$ cat config.mk
export PLATFORM = sky130hd
export DESIGN_NAME = wdt_exec
export DESIGN_NICKNAME = d
export VERILOG_FILES = /design/src/hw/wdt_exec_pkg.sv /design/src/hw/wdt_exec.sv /design/src/hw/wdt_exec_decode.sv
export SDC_FILE = /design/constraint.sdc
export NUM_CORES = 1
export LEC_CHECK = 0
export ABC_CLOCK_PERIOD_IN_PS = 2100
export BUFFER_PORTS_ARGS = -buffer_cell sky130_fd_sc_hd__buf_2
export CAP_MARGIN = 0
export CORE_MARGIN = 5
export CORE_UTILIZATION = 49
export DETAILED_ROUTE_END_ITERATION = 6
export PLACE_DENSITY_LB_ADDON = 0.2
export RECOVER_POWER = 25
export SLEW_MARGIN = 20
export SYNTH_ARGS = -nofsm -noshare
export SYNTH_HDL_FRONTEND = slang
export SYNTH_SLANG_ARGS = --single-unit
$ cat constraint.sdc
create_clock -name I_CLK -period 2.1 [get_ports I_CLK]
set_input_delay 0.105 -clock I_CLK [delete_from_list [all_inputs] [get_ports I_CLK]]
set_output_delay 0.105 -clock I_CLK [all_outputs]
set_load 0.01 [all_outputs]
$ cat src/hw/wdt_exec_pkg.sv
// Constants for the watchdog-clear, complement and compare-skip executor.
// Assumes a core with a four-phase instruction cycle and 16-bit instruction words.
package wdt_exec_pkg;
    localparam logic [15:0] CLEAR_WATCHDOG_OP_WORD = 16'h0004;
    localparam logic [6:0] COMPLEMENT_FILE_OP_HI = 7'h09;
    localparam logic [7:0] COMPARE_SKIP_EQUAL_OP_HI = 8'h31;
    localparam logic [7:0] COMPARE_SKIP_GREATER_OP_HI = 8'h32;
    localparam int DEST_BIT = 8;
    localparam int ADDR_MSB = 7;
    localparam logic [7:0] WORKING_REG_RESET = 8'h00;
    localparam logic [1:0] PHASE_Q1 = 2'h0;
    localparam logic [1:0] PHASE_Q2 = 2'h1;
    localparam logic [1:0] PHASE_Q3 = 2'h2;
    localparam logic [1:0] PHASE_Q4 = 2'h3;
    typedef enum logic [3:0] {
        OP_NONE = 4'b0001,
        OP_CLEAR_WATCHDOG = 4'b0010,
        OP_COMPLEMENT = 4'b0100,
        OP_COMPARE = 4'b1000
    } op_e;
endpackage

$ cat src/hw/wdt_exec.sv
// Execute logic for watchdog clear, complement-file and two compare-skip instructions.
// Assumes one core phase per enabled clock and a data memory that returns read data in Q2.
//
// What this block does
// RULE1 - Clear-watchdog opcode zeroes counter and postscaler
// RULE2 - Clear-watchdog sets timeout and powerdown flags
// RULE3 - Complement inverts byte, updates zero flag
// RULE4 - Destination bit zero writes working register
// RULE5 - Equal compare skips, flags untouched
// RULE6 - Greater unsigned compare skips, flags untouched
// RULE7 - Skip discards fetched instruction, runs nop
// RULE8 - Skipping compare adds one all-nop cycle
// RULE9 - Address low byte, destination bit eight
// RULE10 - Compares read Q2, evaluate Q3, no write
//
// Timing notes.
// One enabled clock edge is one core phase, so an instruction spans four edges.
// Every effect is registered, so each strobe shows one phase after the edge that
// decides it; the fetch side must allow for that lag.
// A skip is remembered across the Q4 edge and turns the whole next cycle into a
// no-operation cycle, whatever word the fetch side presents during it.
// Holding the clock enable low freezes every flip-flop, strobes included, so a
// strobe that is high when the enable drops stays high until it rises again.
`timescale 1ns/1ps
module wdt_exec
    import wdt_exec_pkg::*;
(
    input wire logic I_CLK,
    input wire logic I_NRST,
    input wire logic I_CE,
    input wire logic [15:0] I_INSTR,
    input wire logic [7:0] I_RDATA,
    output logic [7:0] O_ADDR,
    output logic O_RD,
    output logic O_WR,
    output logic [7:0] O_WDATA,
    output logic [7:0] O_WORKING_REG,
    output logic O_WDT_CLEAR,
    output logic O_SET_TO_PD,
    output logic O_ZERO_WE,
    output logic O_ZERO_VAL,
    output logic O_FLUSH,
    output logic [1:0] O_PHASE,
    output logic O_NOP_CYCLE
);
    // Decoded class of the current word and the compare flavour.
    op_e op;
    logic is_greater;

    // Phase count, skip memory and the cycle-wide no-operation marker.
    logic [1:0] phase_ff;
    logic skip_ff;
    logic nop_cycle_ff;

    // Captured operand, the internal working register and the derived values.
    logic [7:0] data_ff;
    logic [7:0] working_register_ff;
    logic [7:0] nxt_result;
    logic nxt_skip;

    ////////////////////////////////////////////////////////////////////////
    // Both compares subtract without sign; only the condition that ends the
    // subtraction differs, so one function serves both opcodes.
    function automatic logic skip_taken(
        input logic greater,
        input logic [7:0] file_byte,
        input logic [7:0] working_register
    );
        if (greater) begin
            return file_byte > working_register;
        end
        return file_byte == working_register;
    endfunction

    ////////////////////////////////////////////////////////////////////////
    // The decoder is purely combinational, so the word must stand for the
    // whole instruction cycle; a word that changes mid-cycle is not supported.
    wdt_exec_decode u_decode (
        .i_instr(I_INSTR),
        .o_op(op),
        .o_is_greater(is_greater)
    );

    // The inverse is formed from the captured byte, never from the live read bus,
    // because the bus carries junk once the read strobe has dropped.
    assign nxt_result = ~data_ff; // RULE3

    // Evaluated every phase but used only in Q3 of a compare.
    assign nxt_skip = skip_taken(is_greater, data_ff, working_register_ff); // RULE5 RULE6

    ////////////////////////////////////////////////////////////////////////
    // Phase counter. It wraps from Q4 to Q1 on its own, so the fetch side only
    // has to present a new word every fourth enabled edge after reset.
    always_ff @(posedge I_CLK or negedge I_NRST) begin
        if (!I_NRST) begin
            phase_ff <= PHASE_Q1;
        end else if (I_CE) begin
            phase_ff <= phase_ff + 2'h1;
        end
    end

    // The added cycle of a skip executes nothing; the fetched word is ignored.
    always_ff @(posedge I_CLK or negedge I_NRST) begin
        if (!I_NRST) begin
            nop_cycle_ff <= 1'b0;
        end else if (I_CE && phase_ff == PHASE_Q4) begin
            nop_cycle_ff <= skip_ff; // RULE8
        end
    end

    ////////////////////////////////////////////////////////////////////////
    // Memory reads and the captured operand.
    always_ff @(posedge I_CLK or negedge I_NRST) begin
        if (!I_NRST) begin
            O_ADDR <= 8'h00;
            O_RD <= 1'b0;
            data_ff <= 8'h00;
        end else if (I_CE) begin
            O_RD <= 1'b0;
            if (phase_ff == PHASE_Q1 && !nop_cycle_ff && op != OP_NONE) begin
                O_ADDR <= I_INSTR[ADDR_MSB:0]; // RULE9
                O_RD <= (op == OP_COMPLEMENT) || (op == OP_COMPARE); // RULE10
            end
            if (phase_ff == PHASE_Q2) begin
                data_ff <= I_RDATA; // RULE10
            end
        end
    end

    ////////////////////////////////////////////////////////////////////////
    // Compare evaluation in Q3; the skip flag lives only until the Q4 edge, which hands it to the no-operation marker.
    always_ff @(posedge I_CLK or negedge I_NRST) begin
        if (!I_NRST) begin
            skip_ff <= 1'b0;
            O_FLUSH <= 1'b0;
        end else if (I_CE) begin
            O_FLUSH <= 1'b0;
            if (phase_ff == PHASE_Q3 && !nop_cycle_ff && op == OP_COMPARE) begin
                skip_ff <= nxt_skip; // RULE5 RULE6
                O_FLUSH <= nxt_skip; // RULE7
            end else if (phase_ff == PHASE_Q4) begin
                skip_ff <= 1'b0;
            end
        end
    end

    ////////////////////////////////////////////////////////////////////////
    // Writes in Q4: complement only; compares never write.
    // The strobe is raised at the Q3 edge so that memory takes it at the Q4 edge,
    // while the address loaded in Q1 still stands.
    always_ff @(posedge I_CLK or negedge I_NRST) begin
        if (!I_NRST) begin
            O_WR <= 1'b0;
            O_WDATA <= 8'h00;
            working_register_ff <= WORKING_REG_RESET;
            O_ZERO_WE <= 1'b0;
            O_ZERO_VAL <= 1'b0;
        end else if (I_CE) begin
            O_WR <= 1'b0;
            O_ZERO_WE <= 1'b0;
            if (phase_ff == PHASE_Q3 && !nop_cycle_ff && op == OP_COMPLEMENT) begin
                O_ZERO_WE <= 1'b1; // RULE3
                O_ZERO_VAL <= nxt_result == 8'h00; // RULE3
                if (I_INSTR[DEST_BIT]) begin // RULE9
                    O_WR <= 1'b1; // RULE4
                    O_WDATA <= nxt_result;
                end else begin
                    working_register_ff <= nxt_result; // RULE4
                end
            end
        end
    end

    ////////////////////////////////////////////////////////////////////////
    // Watchdog clear is issued as a single-phase pulse in Q3.
    always_ff @(posedge I_CLK or negedge I_NRST) begin
        if (!I_NRST) begin
            O_WDT_CLEAR <= 1'b0;
            O_SET_TO_PD <= 1'b0;
        end else if (I_CE) begin
            O_WDT_CLEAR <= 1'b0;
            O_SET_TO_PD <= 1'b0;
            if (phase_ff == PHASE_Q2 && !nop_cycle_ff && op == OP_CLEAR_WATCHDOG) begin
                O_WDT_CLEAR <= 1'b1; // RULE1
                O_SET_TO_PD <= 1'b1; // RULE2
            end
        end
    end

    ////////////////////////////////////////////////////////////////////////
    // Status mirrors. Each is one phase behind its internal source, which keeps
    // every output on a flip-flop at the cost of that lag.
    always_ff @(posedge I_CLK or negedge I_NRST) begin
        if (!I_NRST) begin
            O_PHASE <= PHASE_Q1;
        end else if (I_CE) begin
            O_PHASE <= phase_ff;
        end
    end

    always_ff @(posedge I_CLK or negedge I_NRST) begin
        if (!I_NRST) begin
            O_NOP_CYCLE <= 1'b0;
        end else if (I_CE) begin
            O_NOP_CYCLE <= nop_cycle_ff; // RULE8
        end
    end

    // Compares read the internal register, so the lag here never reaches a result.
    always_ff @(posedge I_CLK or negedge I_NRST) begin
        if (!I_NRST) begin
            O_WORKING_REG <= WORKING_REG_RESET;
        end else if (I_CE) begin
            O_WORKING_REG <= working_register_ff;
        end
    end
endmodule // wdt_exec

$ cat src/hw/wdt_exec_decode.sv
// Combinational opcode decoder for the four supported instructions.
// Assumes the instruction word is stable for the whole instruction cycle.
`timescale 1ns/1ps
module wdt_exec_decode
    import wdt_exec_pkg::*;
(
    input wire logic [15:0] i_instr,
    output op_e o_op,
    output logic o_is_greater
);
    always_comb begin
        o_op = OP_NONE;
        o_is_greater = 1'b0;
        if (i_instr == CLEAR_WATCHDOG_OP_WORD) begin
            o_op = OP_CLEAR_WATCHDOG; // RULE1
        end else if (i_instr[15:9] == COMPLEMENT_FILE_OP_HI) begin
            o_op = OP_COMPLEMENT; // RULE3
        end else if (i_instr[15:8] == COMPARE_SKIP_EQUAL_OP_HI) begin
            o_op = OP_COMPARE; // RULE5
        end else if (i_instr[15:8] == COMPARE_SKIP_GREATER_OP_HI) begin
            o_op = OP_COMPARE; // RULE6
            o_is_greater = 1'b1;
        end
    end
endmodule // wdt_exec_decode

==> summary by stage, run 1 <==
Outcome
The flow ran to the end, and the final reports show no timing, DRC or antenna violations.

Global routing
Entering global routing, the biggest net connects 29 pins. The remaining global-route overflow is 0. For this run, the total global-route usage over all layers was measured as 17.0%.

The wire length of the first global-routing pass is 8520 um. The number of antenna violations at the first check in global routing is 0. The via count of the first global-routing pass is 1755.

Power and ir drop
The leakage power total is 1.47 nW. The total power of the final layout is 0.00268 W. In this run the power density over the cells is 922 nW/um^2. The peak ir drop on the vdd network is 0.410 mV.

STA
Setup repair after global routing left no endpoint under its margin. The worst relative slew slack is 3.89%. The worst clock skew is 0.00629 ns. The accumulated negative setup slack is 0 ns. The final number of setup-violating endpoints is 0.

The worst slack on hold paths is 0.0246 ns. The number of hold violations in the final report is 0. The number of max-slew violations in the final report is 0. The final clock period utilization by the worst path is 83.9%.

At the pin with the least slew margin, the transition time is 1.44 ns. The smallest clock period supported by the final layout is computed as 1.76 ns. The achievable frequency is 568 MHz.

Setup path
Among cell families on the critical path, the largest total delay comes from compound AO/OA/AOI/OAI gates. The start point of the critical path is data_ff[0]. The count of buffering cells on the critical path with inverters included is 1.

The largest stage delay on the critical path is 0.41 ns. For the worst setup path, the data required time is 2.28 ns. Along the worst path, the maximum fanout reaches 5. Walking the worst path, the cells encountered are inv_1 > ha_1 > nand2b_1 > a2111oi_0 > o31a_1 > o32ai_1. The slowest stage of the critical path is the sky130_fd_sc_hd__a2111oi_0 cell.

The category of the critical setup timing path is flip-flop to flip-flop. STA classifies the critical path endpoint as a flip-flop. At the worst endpoint, the arrival time is 1.94 ns. The reg-to-reg critical path startpoint is data_ff[0]. The nature of the critical path startpoint is a flip-flop.

Synthesis
The number of different library cells used by synthesis comes to 37. After synthesis, the largest area contributor takes up 55.2% of total cell area. The number of synthesized flops with an enable pin is 0. The synthesized design contains 53 register bits. After synthesis, the share of cell area in mux cells is 13.5%.

The combined area of all synthesized cells is 2400 um^2. The post-synthesis async set-or-reset flop share is 100%. The average footprint of a synthesized cell is 12.1 um^2. After Yosys synthesis, XOR and XNOR cells account for 0.365% of the synthesized area. The yosys synthesis warning count is 0. The commonest cells after synthesis are sky130_fd_sc_hd__dfrtp_1 (53), sky130_fd_sc_hd__mux2_2 (28), sky130_fd_sc_hd__o21ai_0 (27), sky130_fd_sc_hd__inv_1 (16). The synthesized netlist devotes 10.7% of its cell area to compound gates. By area, the combinational part of the netlist is dominated by multiplexers. Summing the areas of all fa, ha and maj instances in the mapped netlist gives 6.25% of the synthesized area. The synthesized design spends more area on one cell type than any other, namely sky130_fd_sc_hd__dfrtp_1.

The synthesized net count is 238. The commonest register cell after synthesis is sky130_fd_sc_hd__dfrtp_1. The sequential area share after synthesis is 55.2%. The post-synthesis cell count is 199. Ranked by total cell area, the synthesized netlist is headed by sky130_fd_sc_hd__dfrtp_1 (55%), sky130_fd_sc_hd__mux2_2 (13%), sky130_fd_sc_hd__ha_1 (6.3%), sky130_fd_sc_hd__o21ai_0 (5.6%), sky130_fd_sc_hd__inv_1 (2.5%).

After Yosys synthesis, and, or, nand and nor cells account for 10.1% of the synthesized area. The library cell with the highest instance count after synthesis is sky130_fd_sc_hd__dfrtp_1.

Layout
The antenna diode count is 0. The share of final-layout standard cells stronger than drive strength 1 is 39.0%. The finished cells cover 2910 um^2. For this run, the post-layout net count is 303.

Counting the fill cells in the layout gives 421. Relative to the synthesized area, the layout overhead comes to 21.2%.

Die
The floorplan has 25 rows. The overall die area is 6400 um^2. The total area inside the core boundary comes to 4750 um^2. The top-level port count is 61. Measured along the y axis, the die boundary spans 80 um.

The floorplan step set the die width to 80 um. For this configuration, the core starts out at a cell density of 50.5%.

Clocking
TritonCTS built the clock tree. The clock tree synthesis step divided the H-tree into 2 levels. Post-CTS repair changed the size of 0 cells.

Clock tree synthesis selected as its root buffer the cell sky130_fd_sc_hd__clkbuf_8. The clock sink count is 53. Clock-pin slew was measured on the worst setup and hold paths at 0.09 ns. The later pin in the worst-skew pair is clocked with a latency of 0.30 ns. The number of CTS-inserted buffers is 5. Once the clock tree was built, the setup fixing pass inserted 0 buffers. The longest clock path from root to sink contains 2 buffers.

Hold path
The worst hold path begins at I_RDATA[7]. The class of the most critical hold timing path is primary input to flip-flop.

Route
The count of routing violations after the opening detailed-route iteration is 130. The number of antenna-violating nets in the routed design is 0. The overall routed net length is 5020 um. The number of optimization iterations in the first detailed-route pass is 5. The detailed-route via count is 1736. The remaining design rule violation count is 0. In the routed layout, each cell is associated on average with a via count of 5.24. The detail-routed net length per standard cell is 15.2 um.

Placement
The area after detailed placement is 2800 um^2. The count of port buffers added during placement is 60. At the end of routability-driven placement, the weighted congestion stood at 0.827. The sum of net half-perimeters after detailed placement is 3790 um.

Flow run
The number of max-cap violations is 0.
==> stage by stage <==
stage / util (%) / instances / setup WS [ns]
after floorplan: - / 199 / 0.496
after global placement: 58.8 / 323 / 0.431
after detailed placement: 58.8 / 323 / 0.360
after CTS: 61.2 / 331 / 0.337
after global routing: 61.2 / 331 / 0.0964
final: 61.2 / 331 / 0.339
==> repair_timing <==
action,4_1_cts,5_1_grt
endpoints found under the hold margin,25,0
hold buffers,1,0
setup endpoints to repair,0,0
==> final timing paths <==
path	endpoint	slack, ns	cells past startpoint
worst max-delay path	O_FLUSH	0.34	6
worst min-delay path	data_ff[7]	0.02	2
worst max register to register	O_FLUSH	0.34	6
worst min register to register	O_ZERO_VAL	0.49	1
max in group asynchronous	working_register_ff[2]	0.59	2
min in group asynchronous	O_SET_TO_PD	0.67	2
==> cell type report <==
cell class | instances | area, um^2 | share of cell area [%]
timing repair buffer | 65 | 352 | 12.1
inverter | 16 | 60.1 | 2.06
multi-input combinational | 123 | 983 | 33.8
clock buffer | 5 | 68.8 | 2.37
sequential | 53 | 1330 | 45.6
clock inverter | 2 | 35.0 | 1.20
tap | 67 | 83.8 | 2.88
==> routing by layer <==
layer	track usage (%)	routed length [um]	vias up
li1	-	-	838
met1	22.9	2280	847
met2	27.1	2370	44
met3	3.61	316	7
met4	5.57	61	0
met5	0	0	-
==> flip-flops by register name, indices dropped and copies added (netlist names) <==
| signal | count |
|---|---|
| O_ADDR | 8 |
| O_WDATA | 8 |
| O_WORKING_REG | 8 |
| data_ff | 8 |
| working_register_ff | 8 |
| O_PHASE | 2 |
| phase_ff | 2 |
| O_FLUSH | 1 |
| O_NOP_CYCLE | 1 |
| O_RD | 1 |
| O_SET_TO_PD | 1 |
| O_WR | 1 |
| O_ZERO_VAL | 1 |
| O_ZERO_WE | 1 |
| nop_cycle_ff | 1 |
| skip_ff | 1 |
==> logic make-up after synthesis <==
logic type	count (synthesis)
buffers and inverters	23
AND/OR/NAND/NOR	39
flip-flops	53
multiplexers	29
AO/OA/AOI/OAI	42
adder cells (fa/ha/maj)	12
XOR/XNOR	1
==> power breakdown <==
part	internal (W)	leakage, nW	switching [W]	total, W
logic	0.000332	0.705	0.000312	0.000644
registers	0.00118	0.712	0.000185	0.00136
clock network	0.000347	0.0540	0.000326	0.000673
total	0.00186	1.47	0.000824	0.00268
==> cells in the final DEF, fill, tap and decap left out, types with 3 or more instances in the layout <==
cell type	Yosys	layout
sky130_fd_sc_hd__buf_2	0	59
sky130_fd_sc_hd__dfrtp_1	53	53
sky130_fd_sc_hd__nor2_1	4	4
sky130_fd_sc_hd__inv_1	16	16
sky130_fd_sc_hd__mux2_2	28	28
sky130_fd_sc_hd__o21ai_0	27	27
sky130_fd_sc_hd__nand4_1	7	7
sky130_fd_sc_hd__clkbuf_8	0	5
sky130_fd_sc_hd__nand2_1	12	12
sky130_fd_sc_hd__buf_4	1	3
sky130_fd_sc_hd__ha_1	12	12
Note: power is estimated with default switching activity, not from simulation.
==> inputs of run 2 (changes only) <==
ABC_CLOCK_PERIOD_IN_PS = 1600   (was 2100)
CORE_UTILIZATION = 47   (was 49)
clock period = 1.6 ns   (was 2.1 ns; I/O delays follow)
==> run 2 against run 1 <==
Effect of this change:
- global-route usage grew 0.26 points
- combinational power grew 120%
- worst setup slack lost 0.29 ns
- sequential share of layout area shrank 5.2 points
- sequential cell count is the same
- clock-buffer cell count grew 1
- hold slack lost 0.0091 ns
- utilization grew 4.0 points
- maximum frequency grew 13%
- die area grew 3.7%
==> summary by stage, run 2 (synthesized netlist as in run 1, its figures left out) <==
Outcome
The flow ran to the end, and the final reports show no timing, DRC or antenna violations.

Clocking
The clock transition at the registers of the reported paths came to 0.10 ns (about the same). The clock latency at the later pin of the worst-skew pair came to 0.31 ns (about the same). The clock sink count is 53 (unchanged).

The maximum clock insertion buffer count is 2 (unchanged). TritonCTS built the clock tree. The cell at the root of the clock tree is sky130_fd_sc_hd__clkbuf_8. The H-tree level count is 2 (unchanged). The number of CTS-inserted buffers was 5 (unchanged).

Die
The height of the die is 81.5 um (+1.8%). The overall die area is 6640 um^2 (+3.7%). The initial core utilization was 47.6% (-2.9 points). The count of standard-cell rows is 26 (+4.0%). The top-level port count is 61 (unchanged). The die width is 81.5 um (+1.8%). The core region area is 5040 um^2 (+6.1%).

Placement
The area after detailed placement came to 2920 um^2 (+4.4%). The setup slack at placement is -0.0286 ns (-0.389 ns). The sum of net half-perimeters after detailed placement is 3890 um (+2.6%). The count of port buffers added during placement is 60 (unchanged). The routability congestion estimate from global placement is 0.844 (+2.1%).

Flow run
The number of max-cap violations is 0 (unchanged).

Setup path
The nature of the critical path startpoint is a flip-flop. The minimum setup slack among reg-to-reg paths is 0.05 ns (-0.29 ns). The critical path required time is 1.80 ns (-0.48 ns). By startpoint and endpoint, the worst setup path is classified as flip-flop to flip-flop. The type of destination of the critical path is a flip-flop.

In this run the critical register-to-register path is captured at O_FLUSH. The data arrival time at the worst-slack endpoint was 1.75 ns (-0.19 ns). The worst reg-to-reg path cell count is 5 (-1).

The maximum net fanout on the critical path is 4 (-1). The startpoint identified for the worst register-to-register timing path is data_ff[6].

STA
The final clock period utilization by the worst path is 97.1% (+13 points). The achievable frequency was 644 MHz (+13%). Setup repair after global routing could not meet its margin everywhere. The number of max-slew violations in the final report came to 0 (unchanged).

The pin slew with the least headroom to its limit is 0.724 ns (-0.717 ns). The worst clock skew came to 0.00680 ns (+0.000504 ns). The shortest clock period the worst path allows after layout is 1.55 ns (-0.208 ns). The final number of setup-violating endpoints is 0 (unchanged).

The number of hold violations in the final report was 0 (unchanged). The slack of the critical path is 0.0466 ns (-0.292 ns). The worst relative slew slack is 51.7% (+48 points).

Hold path
In this run the most critical hold path is launched from I_RDATA[6]. The class of the most critical hold timing path is primary input to flip-flop. The path with the worst hold slack has its endpoint at data_ff[6]. The worst hold path cell count is 2 (unchanged).

Layout
The share of final-layout standard cells stronger than drive strength 1 is 51.2% (+12 points). The antenna diode count was 0 (unchanged). The top cell types in the final layout, fill and taps aside, are sky130_fd_sc_hd__buf_2 (60), sky130_fd_sc_hd__dfrtp_1 (53), sky130_fd_sc_hd__mux2_2 (25), sky130_fd_sc_hd__buf_4 (25), sky130_fd_sc_hd__inv_1 (14). The multi-input combinational cell area is 1110 um^2 (+13%). The number of fill cells is 424 (+0.71%). The sequential cell area is 1330 um^2 (unchanged). The end-of-flow core utilization came to 65.2% (+4.0 points). The layout overhead on the synthesized area is 36.8%. The post-layout instance area was 3290 um^2 (+13%). Leaving out fill and tap cells, the most frequent cell in the layout is sky130_fd_sc_hd__buf_2. The final net count is 331 (+9.2%).

Global routing
The global-route usage over all layers was 17.2% (+0.26 points). The remaining global-route overflow was 0 (unchanged). The wire length of the first global-routing pass is 8680 um (+1.9%). The via count of the first global-routing pass is 1829 (+4.2%).

The maximum number of pins on one net before global-route repair came to 54 (+86%). The number of antenna violations at the first check in global routing is 0 (unchanged).

Route
The remaining design rule violation count came to 0 (unchanged). The overall routed net length is 5500 um (+9.5%). The number of optimization iterations in the first detailed-route pass is 4 (-1). The detail-routed net length per standard cell is 15.1 um (-0.19%). The detailed-route via count came to 1834 (+5.6%). The count of routing violations after the opening detailed-route iteration was 81 (-38%).

The number of antenna-violating nets in the routed design is 0 (unchanged). The vias per cell was 5.05 (-3.7%).

Power and ir drop
The total power divided by cell area was 1230 nW/um^2 (+33%). The total power of the final layout is 0.00403 W (+50%). The peak ir drop on the vdd network is 0.890 mV (+120%).

The leakage power total is 1.66 nW (+13%).
[run 2: stage by stage]
stage          hold WS, ns  setup TNS (ns)  instances
2_1_floorplan       -0.216               0        199
3_3_place_gp        0.0973               0        340
3_5_place_dp        0.0990          -0.212        340
4_1_cts            0.00244               0        350
5_1_grt            0.00133          -0.274        363
6_report            0.0155               0        363
[run 2: cell type report]
cell class	count	share of cell area, %
Multi-Input combinational cell	124	33.9
Clock inverter	2	1.14
Inverter	16	1.83
Tap cell	70	2.67
Sequential cell	53	40.4
Clock buffer	6	2.51
Timing Repair Buffer	92	17.6
[run 2: worst max path at each step]
stage	startpoint	endpoint	slack, ns	cells after the start
final	data_ff[6]	O_FLUSH	0.05	5
after global routing	phase_ff[0]	O_WDATA[2]	-0.04	6
after CTS	data_ff[0]	O_FLUSH	0.01	6
after detailed placement	I_INSTR[0]	O_ADDR[6]	-0.03	5
after global placement	data_ff[0]	O_FLUSH	0.01	6
after floorplan	data_ff[0]	O_FLUSH	0.0007	6
[run 2: critical path, cell delays in order, from the launching register on]
cell	delay, ns
sky130_fd_sc_hd__dfrtp_1	0.44
sky130_fd_sc_hd__ha_4	0.29
sky130_fd_sc_hd__nand4_1	0.15
sky130_fd_sc_hd__nor2_2	0.17
sky130_fd_sc_hd__mux2i_2	0.28
sky130_fd_sc_hd__o32ai_2	0.12
[run 2: what timing repair did]
item | in CTS | in global routing
hold buffers | 2 | 1
setup endpoints to repair | 6 | 20
pin swaps | 1 | 12
buffers inserted | 0 | 10
endpoints found under the hold margin | 54 | 1
gates resized for setup | 2 | 41
gates cloned | 0 | 2
[run 2: report_power, final]
group / switching, W / total (W) / internal, W / leakage [nW]
Sequential: 0.000150 / 0.00170 / 0.00155 / 0.712
Clock: 0.000438 / 0.000947 / 0.000509 / 0.0574
Combinational: 0.000647 / 0.00139 / 0.000739 / 0.886
[run 2: layer usage]
| metal | GRT usage [%] | routed length (um) |
|---|---|---|
| met4 | 5.91 | 59 |
| met5 | 0 | 0 |
| met1 | 23.3 | 2520 |
| met3 | 4.39 | 346 |
| met2 | 26.9 | 2570 |
